[config.mk]
export PLATFORM = sky130hd
export DESIGN_NAME = dma_request_source_select
export DESIGN_NICKNAME = d
export VERILOG_FILES = /design/src/ext_request_detect.v /design/src/dma_request_source_select.v
export VERILOG_INCLUDE_DIRS = /design/src
export SDC_FILE = /design/constraint.sdc
export NUM_CORES = 1
export LEC_CHECK = 0
export BUFFER_PORTS_ARGS = -buffer_cell sky130_fd_sc_hd__buf_2
export CAP_MARGIN = 40
export CORE_MARGIN = 2
export CORE_UTILIZATION = 46
export CTS_CLUSTER_DIAMETER = 40
export CTS_CLUSTER_SIZE = 24
export DETAILED_ROUTE_END_ITERATION = 10
export PLACE_DENSITY = 0.72
export SYNTH_ARGS = -nofsm -noshare
export SYNTH_HDL_FRONTEND = slang
export SYNTH_SLANG_ARGS = --single-unit
[constraint.sdc]
create_clock -name clk_sys_in -period 1.35 [get_ports clk_sys_in]
set_input_delay 0.0675 -clock clk_sys_in [delete_from_list [all_inputs] [get_ports clk_sys_in]]
set_output_delay 0.0675 -clock clk_sys_in [all_outputs]
set_load 0.01 [all_outputs]
[src/dma_req_defines.vh]
`ifndef DMA_REQ_DEFINES_VH
`define DMA_REQ_DEFINES_VH

`define SEL_AUTO        4'h1
`define SEL_EXT_DUAL    4'h0
`define SEL_EXT_MEM2DEV 4'h2
`define SEL_EXT_DEV2MEM 4'h3
`define SEL_TMR0        4'h6
`define SEL_TMR4        4'ha
`define SEL_ADC         4'hb
`define SEL_S0_TX       4'hc
`define SEL_S0_RX       4'hd
`define SEL_S1_TX       4'he
`define SEL_S1_RX       4'hf
`define PERIPH_COUNT    10
`define PERIPH_BASE     4'h6
`define SEL_RSVD_A      4'h4
`define SEL_RSVD_B      4'h5
`define ADDR_DUAL       2'h0
`define ADDR_SINGLE_WR  2'h1
`define ADDR_SINGLE_RD  2'h2
`define ADDR_NONE       2'h3

`endif

[src/ext_request_detect.v]
`timescale 1ns/10ps
`include "dma_req_defines.vh"

module ext_request_detect (
	input  wire clk_sys_in,
	input  wire resetn_in,
	input  wire external_request_n_in,
	input  wire request_detect_select_in,
	output reg  ext_req_out
);
	reg sync1_q;
	reg sync2_q;
	reg prev_q;

	always @(posedge clk_sys_in or negedge resetn_in) begin
		if (!resetn_in) begin
			sync1_q <= 1'b1;
			sync2_q <= 1'b1;
			prev_q  <= 1'b1;
			ext_req_out <= 1'b0;
		end else begin
			sync1_q <= external_request_n_in;
			sync2_q <= sync1_q;
			prev_q  <= sync2_q;
			// level when 0, falling edge when 1
			if (request_detect_select_in) begin
				ext_req_out <= prev_q & ~sync2_q;
			end else begin
				ext_req_out <= ~sync2_q;
			end
		end
	end
endmodule // ext_request_detect

[src/dma_request_source_select.v]
`timescale 1ns/10ps
`include "dma_req_defines.vh"

module dma_request_source_select #(
	parameter PERIPH_N = `PERIPH_COUNT
) (
	input  wire                clk_sys_in,
	input  wire                resetn_in,
	input  wire [3:0]          request_select_in,
	input  wire                request_detect_select_in,
	input  wire                channel_enable_bit_in,
	input  wire                master_enable_bit_in,
	input  wire                transfer_end_flag_in,
	input  wire                nmi_seen_flag_in,
	input  wire                address_error_flag_in,
	input  wire                burst_mode_in,
	input  wire                transfer_done_in,
	input  wire                last_transfer_in,
	input  wire                external_request_n_in,
	input  wire [PERIPH_N-1:0] periph_irq_in,
	output reg                 transfer_request_out,
	output reg  [1:0]          address_mode_out,
	output reg  [3:0]          pair_check_out,
	output reg  [PERIPH_N-1:0] cpu_irq_out,
	output reg  [PERIPH_N-1:0] periph_clear_out,
	output reg                 suspend_out
);
	reg  [PERIPH_N-1:0] irq_s1_q;
	reg  [PERIPH_N-1:0] irq_s2_q;
	reg                 en_q;
	wire                ext_req;
	wire                enabled;
	wire                sel_auto;
	wire                sel_periph;
	wire                sel_ext;
	wire                sel_unused;
	wire                periph_hit;
	wire                clear_due;
	reg                 req_d;
	reg  [1:0]          amode_d;
	reg  [3:0]          pair_d;
	reg  [PERIPH_N-1:0] sel_onehot;
	reg  [PERIPH_N-1:0] cpu_d;
	reg  [PERIPH_N-1:0] clear_d;
	reg                 suspend_d;

	// timer, adc and serial codes sit above the external and reserved ones
	function is_periph_code;
		input [3:0] code;
		begin
			is_periph_code = (code >= `SEL_TMR0);
		end
	endfunction

	function is_ext_code;
		input [3:0] code;
		begin
			is_ext_code = (code == `SEL_EXT_DUAL) ||
				(code == `SEL_EXT_MEM2DEV) ||
				(code == `SEL_EXT_DEV2MEM);
		end
	endfunction

	function is_unused_code;
		input [3:0] code;
		begin
			is_unused_code = (code == `SEL_RSVD_A) ||
				(code == `SEL_RSVD_B);
		end
	endfunction

	// bit position of a peripheral code in the irq vector
	function [3:0] periph_index;
		input [3:0] code;
		begin
			periph_index = code - `PERIPH_BASE;
		end
	endfunction

	// only one bit at most, so a stray code cannot clear two requests
	function [PERIPH_N-1:0] periph_onehot;
		input   [3:0] code;
		integer       k;
		begin
			periph_onehot = {PERIPH_N{1'b0}};
			for (k = 0; k < PERIPH_N; k = k + 1) begin
				if (periph_index(code) == k[3:0]) begin
					periph_onehot[k] = is_periph_code(code);
				end
			end
		end
	endfunction

	// address mode that the code fixes, none for codes without a request
	function [1:0] addr_mode_of;
		input [3:0] code;
		begin
			case (code)
			`SEL_AUTO: begin
				addr_mode_of = `ADDR_DUAL;
			end
			`SEL_EXT_DUAL: begin
				addr_mode_of = `ADDR_DUAL;
			end
			`SEL_EXT_MEM2DEV: begin
				addr_mode_of = `ADDR_SINGLE_WR;
			end
			`SEL_EXT_DEV2MEM: begin
				addr_mode_of = `ADDR_SINGLE_RD;
			end
			`SEL_RSVD_A, `SEL_RSVD_B: begin
				addr_mode_of = `ADDR_NONE;
			end
			default: begin
				addr_mode_of = `ADDR_DUAL;
			end
			endcase
		end
	endfunction

	ext_request_detect u_ext (
		.clk_sys_in               (clk_sys_in),
		.resetn_in                (resetn_in),
		.external_request_n_in    (external_request_n_in),
		.request_detect_select_in (request_detect_select_in),
		.ext_req_out              (ext_req)
	);

	// one gate for every mode
	assign enabled = channel_enable_bit_in & master_enable_bit_in &
		~transfer_end_flag_in & ~nmi_seen_flag_in &
		~address_error_flag_in;
	assign sel_auto   = (request_select_in == `SEL_AUTO);
	assign sel_periph = is_periph_code(request_select_in);
	assign sel_ext    = is_ext_code(request_select_in);
	assign sel_unused = is_unused_code(request_select_in);
	assign periph_hit = |(irq_s2_q & sel_onehot);
	// steal clears on first transfer, burst waits for the last
	assign clear_due  = transfer_done_in &
		(~burst_mode_in | last_transfer_in);

	always @* begin
		sel_onehot = periph_onehot(request_select_in);
	end

	always @* begin
		req_d = 1'b0;
		pair_d = 4'h0;
		amode_d = addr_mode_of(request_select_in);
		if (sel_auto) begin
			req_d = enabled;
		end else if (sel_ext) begin
			req_d = enabled & ext_req;
		end else if (sel_unused) begin
			req_d = 1'b0;
		end else if (sel_periph) begin
			// pairing shown for software to honour
			req_d = enabled & periph_hit;
			pair_d = request_select_in;
		end
	end

	always @* begin
		cpu_d = irq_s2_q & ~sel_onehot;
		clear_d = {PERIPH_N{1'b0}};
		if (clear_due) begin
			clear_d = sel_onehot;
		end
		suspend_d = en_q & ~channel_enable_bit_in;
	end

	// peripheral irqs come from other clock trees, two flops before use
	always @(posedge clk_sys_in or negedge resetn_in) begin
		if (!resetn_in) begin
			irq_s1_q <= {PERIPH_N{1'b0}};
			irq_s2_q <= {PERIPH_N{1'b0}};
		end else begin
			irq_s1_q <= periph_irq_in;
			irq_s2_q <= irq_s1_q;
		end
	end

	always @(posedge clk_sys_in or negedge resetn_in) begin
		if (!resetn_in) begin
			transfer_request_out <= 1'b0;
			address_mode_out <= `ADDR_NONE;
			pair_check_out <= 4'h0;
		end else begin
			transfer_request_out <= req_d;
			address_mode_out <= amode_d;
			pair_check_out <= pair_d;
		end
	end

	always @(posedge clk_sys_in or negedge resetn_in) begin
		if (!resetn_in) begin
			cpu_irq_out <= {PERIPH_N{1'b0}};
			periph_clear_out <= {PERIPH_N{1'b0}};
		end else begin
			cpu_irq_out <= cpu_d;
			periph_clear_out <= clear_d;
		end
	end

	// enable history only; a fall outside a transfer pulses as well
	always @(posedge clk_sys_in or negedge resetn_in) begin
		if (!resetn_in) begin
			en_q <= 1'b0;
			suspend_out <= 1'b0;
		end else begin
			en_q <= channel_enable_bit_in;
			suspend_out <= suspend_d;
		end
	end
endmodule // dma_request_source_select

==> key figures, run 1 <==
Place
  – Area of placed instances: 2240 um^2
  – Port Buffers: 53
  – Pre-CTS WS: -0.133 ns
  – RD Place Congestion: 0.757
  – DP HPWL: 2340 um

STA
  – Worst slew pin tran: 0.494 ns
  – Sum Neg Setup Slack: 0 ns
  – Fmax: 794 MHz
  – Slew Viols, Final: 0
  – Minimum clock period: 1.26 ns
  – Final WS setup: 0.0904 ns
  – Smallest hold slack: 0.0134 ns
  – Worst relative slew slack: 66.2%
  – RSZ-0062 raised after global routing: false
  – Final setup violation count: 0
  – Clock skew: 0.00292 ns
  – Final period util: 93.3%
  – Final Hold Viols: 0

GRT
  – First-pass GRT wire length: 5170 um
  – Largest net degree at the start of global routing: 54
  – GRT Resource Usage Total: 15.9%
  – Overflow after GRT: 0
  – Vias in the first global route: 1,199
  – Initial antenna violation count: 0

Finish
  – Share of cells above drive strength 1: 41.5%
  – Post-route cell area: 2500 um^2
  – Fin nets: 233
  – N_diodes: 0
  – Area growth from synthesis to layout: 34.8%

Critical path
  – Critical Path End Type: register
  – Crit path max fanout: 3
  – Reg2reg start: irq_s2_q[9]
  – WS Path Type: reg -> reg
  – CP Launch Point: irq_s2_q[9]
  – Critical path arrival: 1.50 ns
  – Worst setup SP type: register
  – CP max stage cell: a2111oi_0
  – Worst Path Required: 1.59 ns
  – CP max stage delay: 0.53 ns
  – CP Cell Sequence: a22oi_1, a2111oi_0, o31a_1

Yosys
  – Synth unique cells: 40
  – Adder-cell share of the synthesized area: 0.676%
  – Top post-synthesis cells by area: dfrtp_1, dfstp_2, o21a_1, mux2i_1, nor3_1
  – Ys async rst share: 100%
  – Share of the yosys chip area belonging to registers: 72.0%
  – Post-Synth Simple-Gate Area: 11.4%
  – Synth Area in Compound Gates: 9.19%
  – Predominant post-synthesis flop cell: dfrtp_1
  – Cells after Synth: 126
  – Syn Nets: 153
  – Most common cell in the netlist: dfrtp_1
  – Mean Syn Cell Area: 14.7 um^2
  – Combinational family with the most area after synthesis: simple AND/OR/NAND/NOR gates
  – Cell taking the most area after synthesis: dfrtp_1
  – Top cells by count, synth: dfrtp_1, o21a_1, nor3_1
  – Mux share of post-synthesis cell area: 2.70%
  – Top-area cell type share of the netlist area: 64.9%
  – Synth Cell Area: 1850 um^2
  – Synthesis-stage register bit count: 53
  – Post-synth EDFFs: 0
  – Post-Synth XOR/XNOR Area: 0.946%
  – Synth warnings: 0

Clocking
  – TritonCTS Buffers: 5
  – H-tree depth: 2
  – CTS clock-pin slew for the worst setup and hold paths: 0.09 ns
  – CTS Hold Buffers Added: 14
  – Clock Sinks: 53
  – Post-CTS Setup Inserts: 0
  – Worst-skew pair later-pin latency: 0.30 ns
  – CTS Root Cell: clkbuf_8
  – CTS tree: done
  – Number of gates resized after cts: 0
  – Clock tree buffer depth: 2

Routing
  – Drt total wl: 3150 um
  – 1st-iter DRT viols: 48
  – Number of remaining DRC errors: 0
  – Drt pass-1 iters: 4
  – Vias post-DR: 1,216
  – Final ANT Viol Nets: 0
  – Average wire per standard cell: 12.3 um
  – Vias per std cell: 4.73

Hold path
  – HP Start: nmi_seen_flag_in
  – Hold crit path type: in -> reg

Floorplan
  – Row cnt: 23
  – Die Y: 67.4 um
  – Die span in x: 67.4 um
  – Num ports: 54
  – Initial Utilization: 47.0%
  – Core outline area: 3940 um^2
  – Die ar.: 4550 um^2

Power and ir drop
  – Leakage: 1.22 nW
  – P per Cell Area: 1240 nW/um^2
  – Peak VDD IR: 1000 uV
  – Pwr Total: 3.10 mW

Status
  – Status: complete, no violations

Flow run
  – Max-cap viol count: 0
## area by class of cell
cell class,instances,area [um^2]
Fill cell,308,1450
Clock inverter,2,37.5
Multi-Input combinational cell,64,462
Sequential cell,53,1330
Tap cell,50,62.6
Inverter,3,11.3
Clock buffer,6,82.6
Timing Repair Buffer,79,508
## power breakdown
| part | internal (mW) | leakage (nW) | switching (mW) |
|---|---|---|---|
| clock network | 0.602 | 0.0574 | 0.472 |
| registers | 1.66 | 0.642 | 0.0233 |
| logic | 0.168 | 0.517 | 0.166 |
## cell usage in the layout, fill, tap and decap left out, types with 5 or more instances in the layout
cell,netlist,routed
buf_2,1,53
dfrtp_1,48,48
dlygate4sd3_1,0,14
buf_4,2,11
o21a_1,9,9
nor3_1,6,6
clkbuf_8,0,6
nor2_1,5,5
mux2i_1,5,5
dfstp_2,5,5
## path summary, 6_finish.rpt
path | depth (start not counted) | endpoint | slack, ns
max | 3 | transfer_request_out | 0.09
min | 3 | transfer_request_out | 0.01
max reg2reg | 3 | transfer_request_out | 0.09
min reg2reg | 0 | irq_s2_q[6] | 0.35
max in group asynchronous | 3 | address_mode_out[1] | 0.79
min in group asynchronous | 3 | irq_s1_q[5] | 0.27
## through the flow
stage	std cells	utilization, %
6_report	257	63.3
5_1_grt	257	63.3
4_1_cts	257	63.3
3_5_place_dp	235	56.7
3_3_place_gp	235	56.7
2_1_floorplan	126	-
## worst max-delay path: cells and delay by family, from the launching register on
kind           cells  cell delay (ns)
flip-flops         1             0.38
AO/OA/AOI/OAI      3             0.82
## routing by layer
metal	part of all wire, %	GRT usage, %	vias up	wire length (um)
met1	40	18.5	582	1260
li1	-	-	591	-
met2	53	27.4	38	1660
met3	5.7	5.00	5	180
met4	1.6	6.63	0	50
met5	0	0	-	0
## cell families (layout without fill, tap and decap cells)
| logic type | after synthesis | count (layout) |
|---|---|---|
| mux | 5 | 5 |
| simple gates | 33 | 33 |
| compound gates | 23 | 23 |
| fa+ha+maj | 1 | 1 |
| buf+inv | 9 | 90 |
| flops | 53 | 53 |
| xor+xnor | 2 | 2 |
## registers in the layout (all words and copies together) (netlist names)
signal / cells
cpu_irq_out: 10
irq_s1_q: 10
irq_s2_q: 10
periph_clear_out: 10
pair_check_out: 4
address_mode_out: 2
en_q: 1
suspend_out: 1
transfer_request_out: 1
u_ext.ext_req_out: 1
u_ext.prev_q: 1
u_ext.sync1_q: 1
u_ext.sync2_q: 1
No activity file was read; power rests on OpenSTA's default activity.
==> run 2, diff against run 1 <==
--- a/config.mk
+++ b/config.mk
@@ -6,6 +6,7 @@
 export SDC_FILE = /design/constraint.sdc
 export NUM_CORES = 1
 export LEC_CHECK = 0
+export ABC_AREA = 1
 export BUFFER_PORTS_ARGS = -buffer_cell sky130_fd_sc_hd__buf_2
 export CAP_MARGIN = 40
 export CORE_MARGIN = 2
==> key figures, run 2 <==
Finish
  – Number of fillers in the final layout: 310 (+0.65%)
  – Area growth from synthesis to layout: 34.6%
  – Most common cell after layout, fill and taps aside: buf_2
  – Post-route cell area: 2590 um^2 (+3.8%)
  – N_diodes: 0 (unchanged)
  – Area of the multi-input gates: 504 um^2 (+9.2%)
  – Share of cells above drive strength 1: 44.0% (+2.5 points)
  – Most frequent cells in the layout: buf_2, dfrtp_1, inv_1
  – Register area: 1330 um^2 (unchanged)
  – Fin nets: 260 (+12%)

GRT
  – M1 GR Usage: 19.1% (+0.65 points)
  – First-pass GRT wire length: 5140 um (-0.54%)
  – Vias in the first global route: 1,204 (+0.42%)
  – M2 GR Usage: 25.1% (-2.2 points)
  – Overflow after GRT: 0 (unchanged)
  – Initial antenna violation count: 0 (unchanged)
  – GRT busiest layer: met2
  – Met3 GRT Util: 4.87% (-0.13 points)
  – GRT Resource Usage Total: 15.7% (-0.24 points)
  – Largest net degree at the start of global routing: 54 (unchanged)

Yosys
  – Predominant post-synthesis flop cell: dfrtp_1
  – Top-area cell type share of the netlist area: 62.4% (-2.5 points)
  – Cell taking the most area after synthesis: dfrtp_1
  – Synthesis-stage register bit count: 53 (unchanged)
  – Synth Cell Area: 1930 um^2 (+4.0%)
  – Most common cell in the netlist: dfrtp_1
  – Top post-synthesis cells by area: dfrtp_1, dfstp_2, inv_1, nor2_4, nor3_1
  – Post-synth EDFFs: 0 (unchanged)
  – Synth unique cells: 25 (-38%)
  – Mean Syn Cell Area: 12.8 um^2 (-13%)
  – Top cells by count, synth: dfrtp_1, inv_1, nand2_1, nor2_1, nor3_1
  – Share of the yosys chip area belonging to registers: 69.2% (-2.8 points)
  – Syn Nets: 177 (+16%)
  – Synth warnings: 0 (unchanged)
  – Ys async rst share: 100% (unchanged)
  – Cells after Synth: 150 (+19%)

Floorplan
  – Initial Utilization: 47.8% (+0.83 points)
  – Core outline area: 4030 um^2 (+2.2%)
  – Die ar.: 4720 um^2 (+3.8%)
  – Row cnt: 23 (unchanged)
  – Die span in x: 68.7 um (+1.9%)
  – Die Y: 68.7 um (+1.9%)
  – Num ports: 54 (unchanged)

Place
  – Area of placed instances: 2320 um^2 (+4.0%)
  – RD Place Congestion: 0.829 (+9.5%)
  – Pre-CTS WS: -0.0315 ns (+0.101 ns)
  – DP HPWL: 2350 um (+0.33%)
  – Port Buffers: 53 (unchanged)

STA
  – Fmax: 931 MHz (+17%)
  – Final Hold Viols: 0 (unchanged)
  – Worst slew pin tran: 0.651 ns (+0.156 ns)
  – Slew Viols, Final: 0 (unchanged)
  – Worst relative slew slack: 56.3% (-9.9 points)
  – Clock skew: 0.000999 ns (-0.00192 ns)
  – Final WS setup: 0.276 ns (+0.186 ns)
  – RSZ-0062 raised after global routing: false
  – Minimum clock period: 1.07 ns (-0.186 ns)
  – Smallest hold slack: 0.0273 ns (+0.0139 ns)
  – Final period util: 79.6% (-14 points)
  – Final setup violation count: 0 (unchanged)

Clocking
  – TritonCTS Buffers: 5 (unchanged)
  – CTS clock-pin slew for the worst setup and hold paths: 0.08 ns (about the same)
  – H-tree depth: 2 (unchanged)
  – CTS Root Cell: clkbuf_8
  – CTS tree: done
  – Worst-skew pair later-pin latency: 0.30 ns (about the same)
  – Clock tree buffer depth: 2 (unchanged)
  – Clock Sinks: 53 (unchanged)
  – Post-CTS Setup Inserts: 0 (unchanged)

Critical path
  – Worst Path Required: 1.55 ns (-0.04 ns)
  – Crit path max fanout: 5 (+2)
  – Worst flop-to-flop path endpoint: transfer_request_out
  – Critical path arrival: 1.27 ns (-0.23 ns)
  – Reg2Reg Setup Slack: 0.34 ns (+0.25 ns)
  – Critical Path End Type: register
  – Worst setup SP type: primary input
  – WS Path Type: in -> reg
  – Reg2reg start: irq_s2_q[4]
  – Reg2Reg Depth: 6 (+3)

Routing
  – Final ANT Viol Nets: 0 (unchanged)
  – Number of remaining DRC errors: 0 (unchanged)
  – 1st-iter DRT viols: 55 (+15%)
  – Vias post-DR: 1,299 (+6.8%)
  – Drt total wl: 3290 um (+4.3%)
  – Vias per std cell: 4.57 (-3.3%)
  – Average wire per standard cell: 11.6 um (-5.6%)
  – Drt pass-1 iters: 4 (unchanged)

Hold path
  – Worst hold path endpoint: pair_check_out[2]
  – Hold path depth: 3 (unchanged)
  – Hold crit path type: in -> reg
  – HP Start: request_select_in[2]

Power and ir drop
  – Peak VDD IR: 849 uV (-15%)
  – Leakage: 1.32 nW (+8.6%)
  – P per Cell Area: 1200 nW/um^2 (-3.0%)

Flow run
  – Max-cap viol count: 0 (unchanged)

Status
  – Status: complete, no violations
==> run 2: cell count changes in the layout (fill, tap and decap cells not counted), sizes merged, moves of 5 or more <==
cell	change
nand3	+8
nor2	+17
a21boi	+6
nand2	+18
o21a	-9
mux2i	-5
inv	+17
==> run 2: layer usage <==
| layer | vias up | wire [um] |
|---|---|---|
| met5 | - | 0 |
| met4 | 0 | 91 |
| met3 | 11 | 198 |
| met2 | 49 | 1600 |
| met1 | 598 | 1400 |
| li1 | 641 | - |
==> run 2: report_power, final <==
part / total (mW) / internal, mW / leakage [nW] / switching [mW]
sequential: 1.69 / 1.66 / 0.642 / 0.0227
clock: 1.06 / 0.604 / 0.0585 / 0.459
combinational: 0.368 / 0.161 / 0.621 / 0.208
==> run 2: logic make-up after synthesis <==
family	count (synthesis)	share of synthesized area [%]
adder cells (fa/ha/maj)	1	0.650
AND/OR/NAND/NOR	63	21.6
AO/OA/AOI/OAI	12	3.90
buffers and inverters	21	4.61
flip-flops	53	69.2
==> run 2: worst max-delay path by stage <==
stage	from	end
global placement	request_select_in[2]	transfer_request_out
CTS	request_select_in[2]	transfer_request_out
detailed placement	request_select_in[2]	transfer_request_out
global route	request_select_in[2]	transfer_request_out
finish	request_select_in[2]	transfer_request_out
floorplan	request_select_in[1]	transfer_request_out
==> run 2: per-stage QoR <==
step	total power, mW	setup TNS (ns)	instances	utilization (%)
floorplan	1.88	0	150	-
global placement	2.05	0	261	57.7
detailed placement	2.06	-0.0315	261	57.7
CTS	3.17	0	284	64.3
global route	3.27	0	284	64.3
finish	3.12	0	284	64.3
==> run 2: final cells by class <==
class	count	share of cell area, %
timing repair buffer	77	19.1
sequential	53	51.4
multi-input combinational	76	19.5
inverter	20	3.09
clock inverter	1	1.16
clock buffer	7	3.33
tap	50	2.41
==> run 2: what timing repair did <==
action / CTS / global route
gates resized for setup: 0 / 0
hold endpoints to repair: 66 / 0
endpoints found under the setup margin: 0 / 0
hold buffers: 15 / 0
==> run 2: critical path: stages <==
cell and delay, ns:
buf_2 0.13, ha_1 0.24, inv_1 0.13, nand2_4 0.06
nand2_4 0.11, nor2_8 0.05, nand3_1 0.06, nand2_1 0.05
nor2_1 0.13, nand3_2 0.09, nor2_2 0.11, nor2_2 0.04
==> run 3, diff against run 2 <==
--- a/config.mk
+++ b/config.mk
@@ -14,7 +14,7 @@
 export CTS_CLUSTER_DIAMETER = 40
 export CTS_CLUSTER_SIZE = 24
 export DETAILED_ROUTE_END_ITERATION = 10
-export PLACE_DENSITY = 0.72
+export PLACE_DENSITY = 0.75
 export SYNTH_ARGS = -nofsm -noshare
 export SYNTH_HDL_FRONTEND = slang
 export SYNTH_SLANG_ARGS = --single-unit
==> constraint.sdc (replaced) <==
create_clock -name clk_sys_in -period 0.96 [get_ports clk_sys_in]
set_input_delay 0.048 -clock clk_sys_in [delete_from_list [all_inputs] [get_ports clk_sys_in]]
set_output_delay 0.048 -clock clk_sys_in [all_outputs]
set_load 0.01 [all_outputs]
==> key figures, run 3 (synthesis gave the netlist of run 2 again) <==
Routing
  – 1st-iter DRT viols: 83 (+51%)
  – Drt pass-1 iters: 4 (unchanged)
  – Vias post-DR: 1,326 (+2.1%)
  – Vias per std cell: 4.53 (-1.1%)
  – Drt total wl: 3430 um (+4.2%)
  – Number of remaining DRC errors: 0 (unchanged)
  – Final ANT Viol Nets: 0 (unchanged)
  – Average wire per standard cell: 11.7 um (+0.97%)

Power and ir drop
  – Pwr Total: 4.14 mW (+33%)
  – Clock network fraction of design power: 28.6% (-5.5 points)
  – Switching Fraction: 24.4% (+2.3 points)
  – Int Power: 3.13 mW (+29%)
  – Peak VDD IR: 1050 uV (+24%)
  – P per Cell Area: 1550 nW/um^2 (+29%)
  – Leakage: 1.35 nW (+2.1%)
  – Sequential Power Share: 57.4% (+3.3 points)
  – Net Switching: 1.01 mW (+47%)
  – Logic pwr share: 14.0% (+2.2 points)

STA
  – Sum Neg Setup Slack: -0.0630 ns (-0.0630 ns)
  – Minimum clock period: 0.990 ns
  – Worst slew pin tran: 0.628 ns (-0.0232 ns)
  – Fmax: 1010 MHz
  – Slew Viols, Final: 0 (unchanged)
  – RSZ-0062 raised after global routing: true
  – Final Hold Viols: 0 (unchanged)
  – Final WS setup: -0.0302 ns (-0.306 ns)
  – Final period util: 103%
  – Worst relative slew slack: 57.9% (+1.6 points)
  – Final setup violation count: 3 (+3)
  – Clock skew: 0.00503 ns (+0.00403 ns)

Clocking
  – Post-CTS Setup Inserts: 0 (unchanged)
  – H-tree depth: 2 (unchanged)
  – CTS clock-pin slew for the worst setup and hold paths: 0.09 ns (about the same)
  – CTS Root Cell: clkbuf_8
  – Clock Sinks: 53 (unchanged)
  – TritonCTS Buffers: 5 (unchanged)
  – CTS tree: done
  – Clock tree buffer depth: 2 (unchanged)
  – Worst-skew pair later-pin latency: 0.30 ns (about the same)

Floorplan
  – Initial Utilization: 47.8% (unchanged)
  – Num ports: 54 (unchanged)
  – Die ar.: 4720 um^2 (unchanged)
  – Die span in x: 68.7 um (unchanged)
  – Row cnt: 23 (unchanged)
  – Core outline area: 4030 um^2 (unchanged)
  – Die Y: 68.7 um (unchanged)

Finish
  – N_diodes: 0 (unchanged)
  – Most frequent cells in the layout: buf_2, dfrtp_1, buf_4
  – Post-route cell area: 2670 um^2 (+3.1%)
  – Fin nets: 269 (+3.5%)
  – Most common cell after layout, fill and taps aside: buf_2
  – Area growth from synthesis to layout: 38.8%
  – Fin cells: 293 (+3.2%)
  – Share of cells above drive strength 1: 46.5% (+2.5 points)

Place
  – Pre-CTS WS: -0.306 ns (-0.274 ns)
  – DP HPWL: 2430 um (+3.5%)
  – Area of placed instances: 2410 um^2 (+3.6%)
  – Port Buffers: 53 (unchanged)
  – RD Place Congestion: 0.809 (-2.4%)
  – Placed insts: 269 (+3.1%)

Critical path
  – Crit path max fanout: 2 (-3)
  – WS Path Type: reg -> reg
  – Worst setup SP type: register
  – Critical Path End Type: register
  – Worst Path Required: 1.16 ns (-0.39 ns)
  – Critical path arrival: 1.19 ns (-0.08 ns)

GRT
  – GRT Resource Usage Total: 16.5% (+0.79 points)
  – Largest net degree at the start of global routing: 54 (unchanged)
  – Initial antenna violation count: 0 (unchanged)
  – First-pass GRT wire length: 5500 um (+7.0%)
  – Overflow after GRT: 0 (unchanged)
  – Vias in the first global route: 1,311 (+8.9%)

Status
  – Status: finished with violations
  – Violated checks: negative setup slack

Hold path
  – Hold crit path type: in -> reg

Flow run
  – Max-cap viol count: 0 (unchanged)
[run 3: repair_timing]
item                                    CTS  global route
endpoints found under the setup margin    3             3
resized for setup                         3             1
pin swaps                                 8             0
hold buffers                             16             0
hold endpoints to repair                 69             0
[run 3: path summary, 6_finish.rpt]
path | startpoint | slack, ns | to | cells after the start
hold / removal | master_enable_bit_in | 0.03 | transfer_request_out | 3
hold reg to reg | irq_s1_q[9] | 0.35 | irq_s2_q[9] | 0
max in group asynchronous | resetn_in | 0.41 | u_ext.prev_q | 3
min in group asynchronous | resetn_in | 0.26 | pair_check_out[1] | 3
setup / recovery | irq_s2_q[6] | -0.03 | transfer_request_out | 6
setup reg to reg | irq_s2_q[6] | -0.03 | transfer_request_out | 6
[run 3: final cells by class]
type | instances | area [um^2]
Clock buffer | 7 | 76.3
Clock inverter | 1 | 7.51
Fill cell | 304 | 1360
Inverter | 20 | 82.6
Multi-Input combinational cell | 76 | 531
Sequential cell | 53 | 1330
Tap cell | 50 | 62.6
Timing Repair Buffer | 86 | 581
[run 3: power groups by stage]
stage / Combinational [mW] / Clock [mW] / Sequential, mW
6_report: 0.579 / 1.18 / 2.37
5_1_grt: 0.640 / 1.32 / 2.39
2_1_floorplan: 0.228 / 0 / 2.44
4_1_cts: 0.580 / 1.21 / 2.38
3_3_place_gp: 0.507 / 0 / 2.41
3_5_place_dp: 0.520 / 0 / 2.42
[run 3: per-layer routing]
metal	vias up	global-route usage, %	routed length [um]
li1	658	-	-
met1	617	19.1	1400
met2	46	28.0	1730
met3	5	5.36	237
met4	0	7.11	56
met5	-	0	0
[run 3: worst max-delay path, cell delays in order (launching register included)]
cell and delay, ns:
dfrtp_1 0.39, nand3_1 0.07, nand2_1 0.05, nor2_1 0.12, nand3_2 0.10, nor2_4 0.13, nor2_2 0.04
[run 3: metrics by stage]
step	utilization (%)	hold slack, ns
finish	66.3	0.0261
global route	66.3	0.0270
CTS	66.2	0.0194
detailed placement	59.8	0.0589
global placement	59.8	0.0547
floorplan	-	-0.248
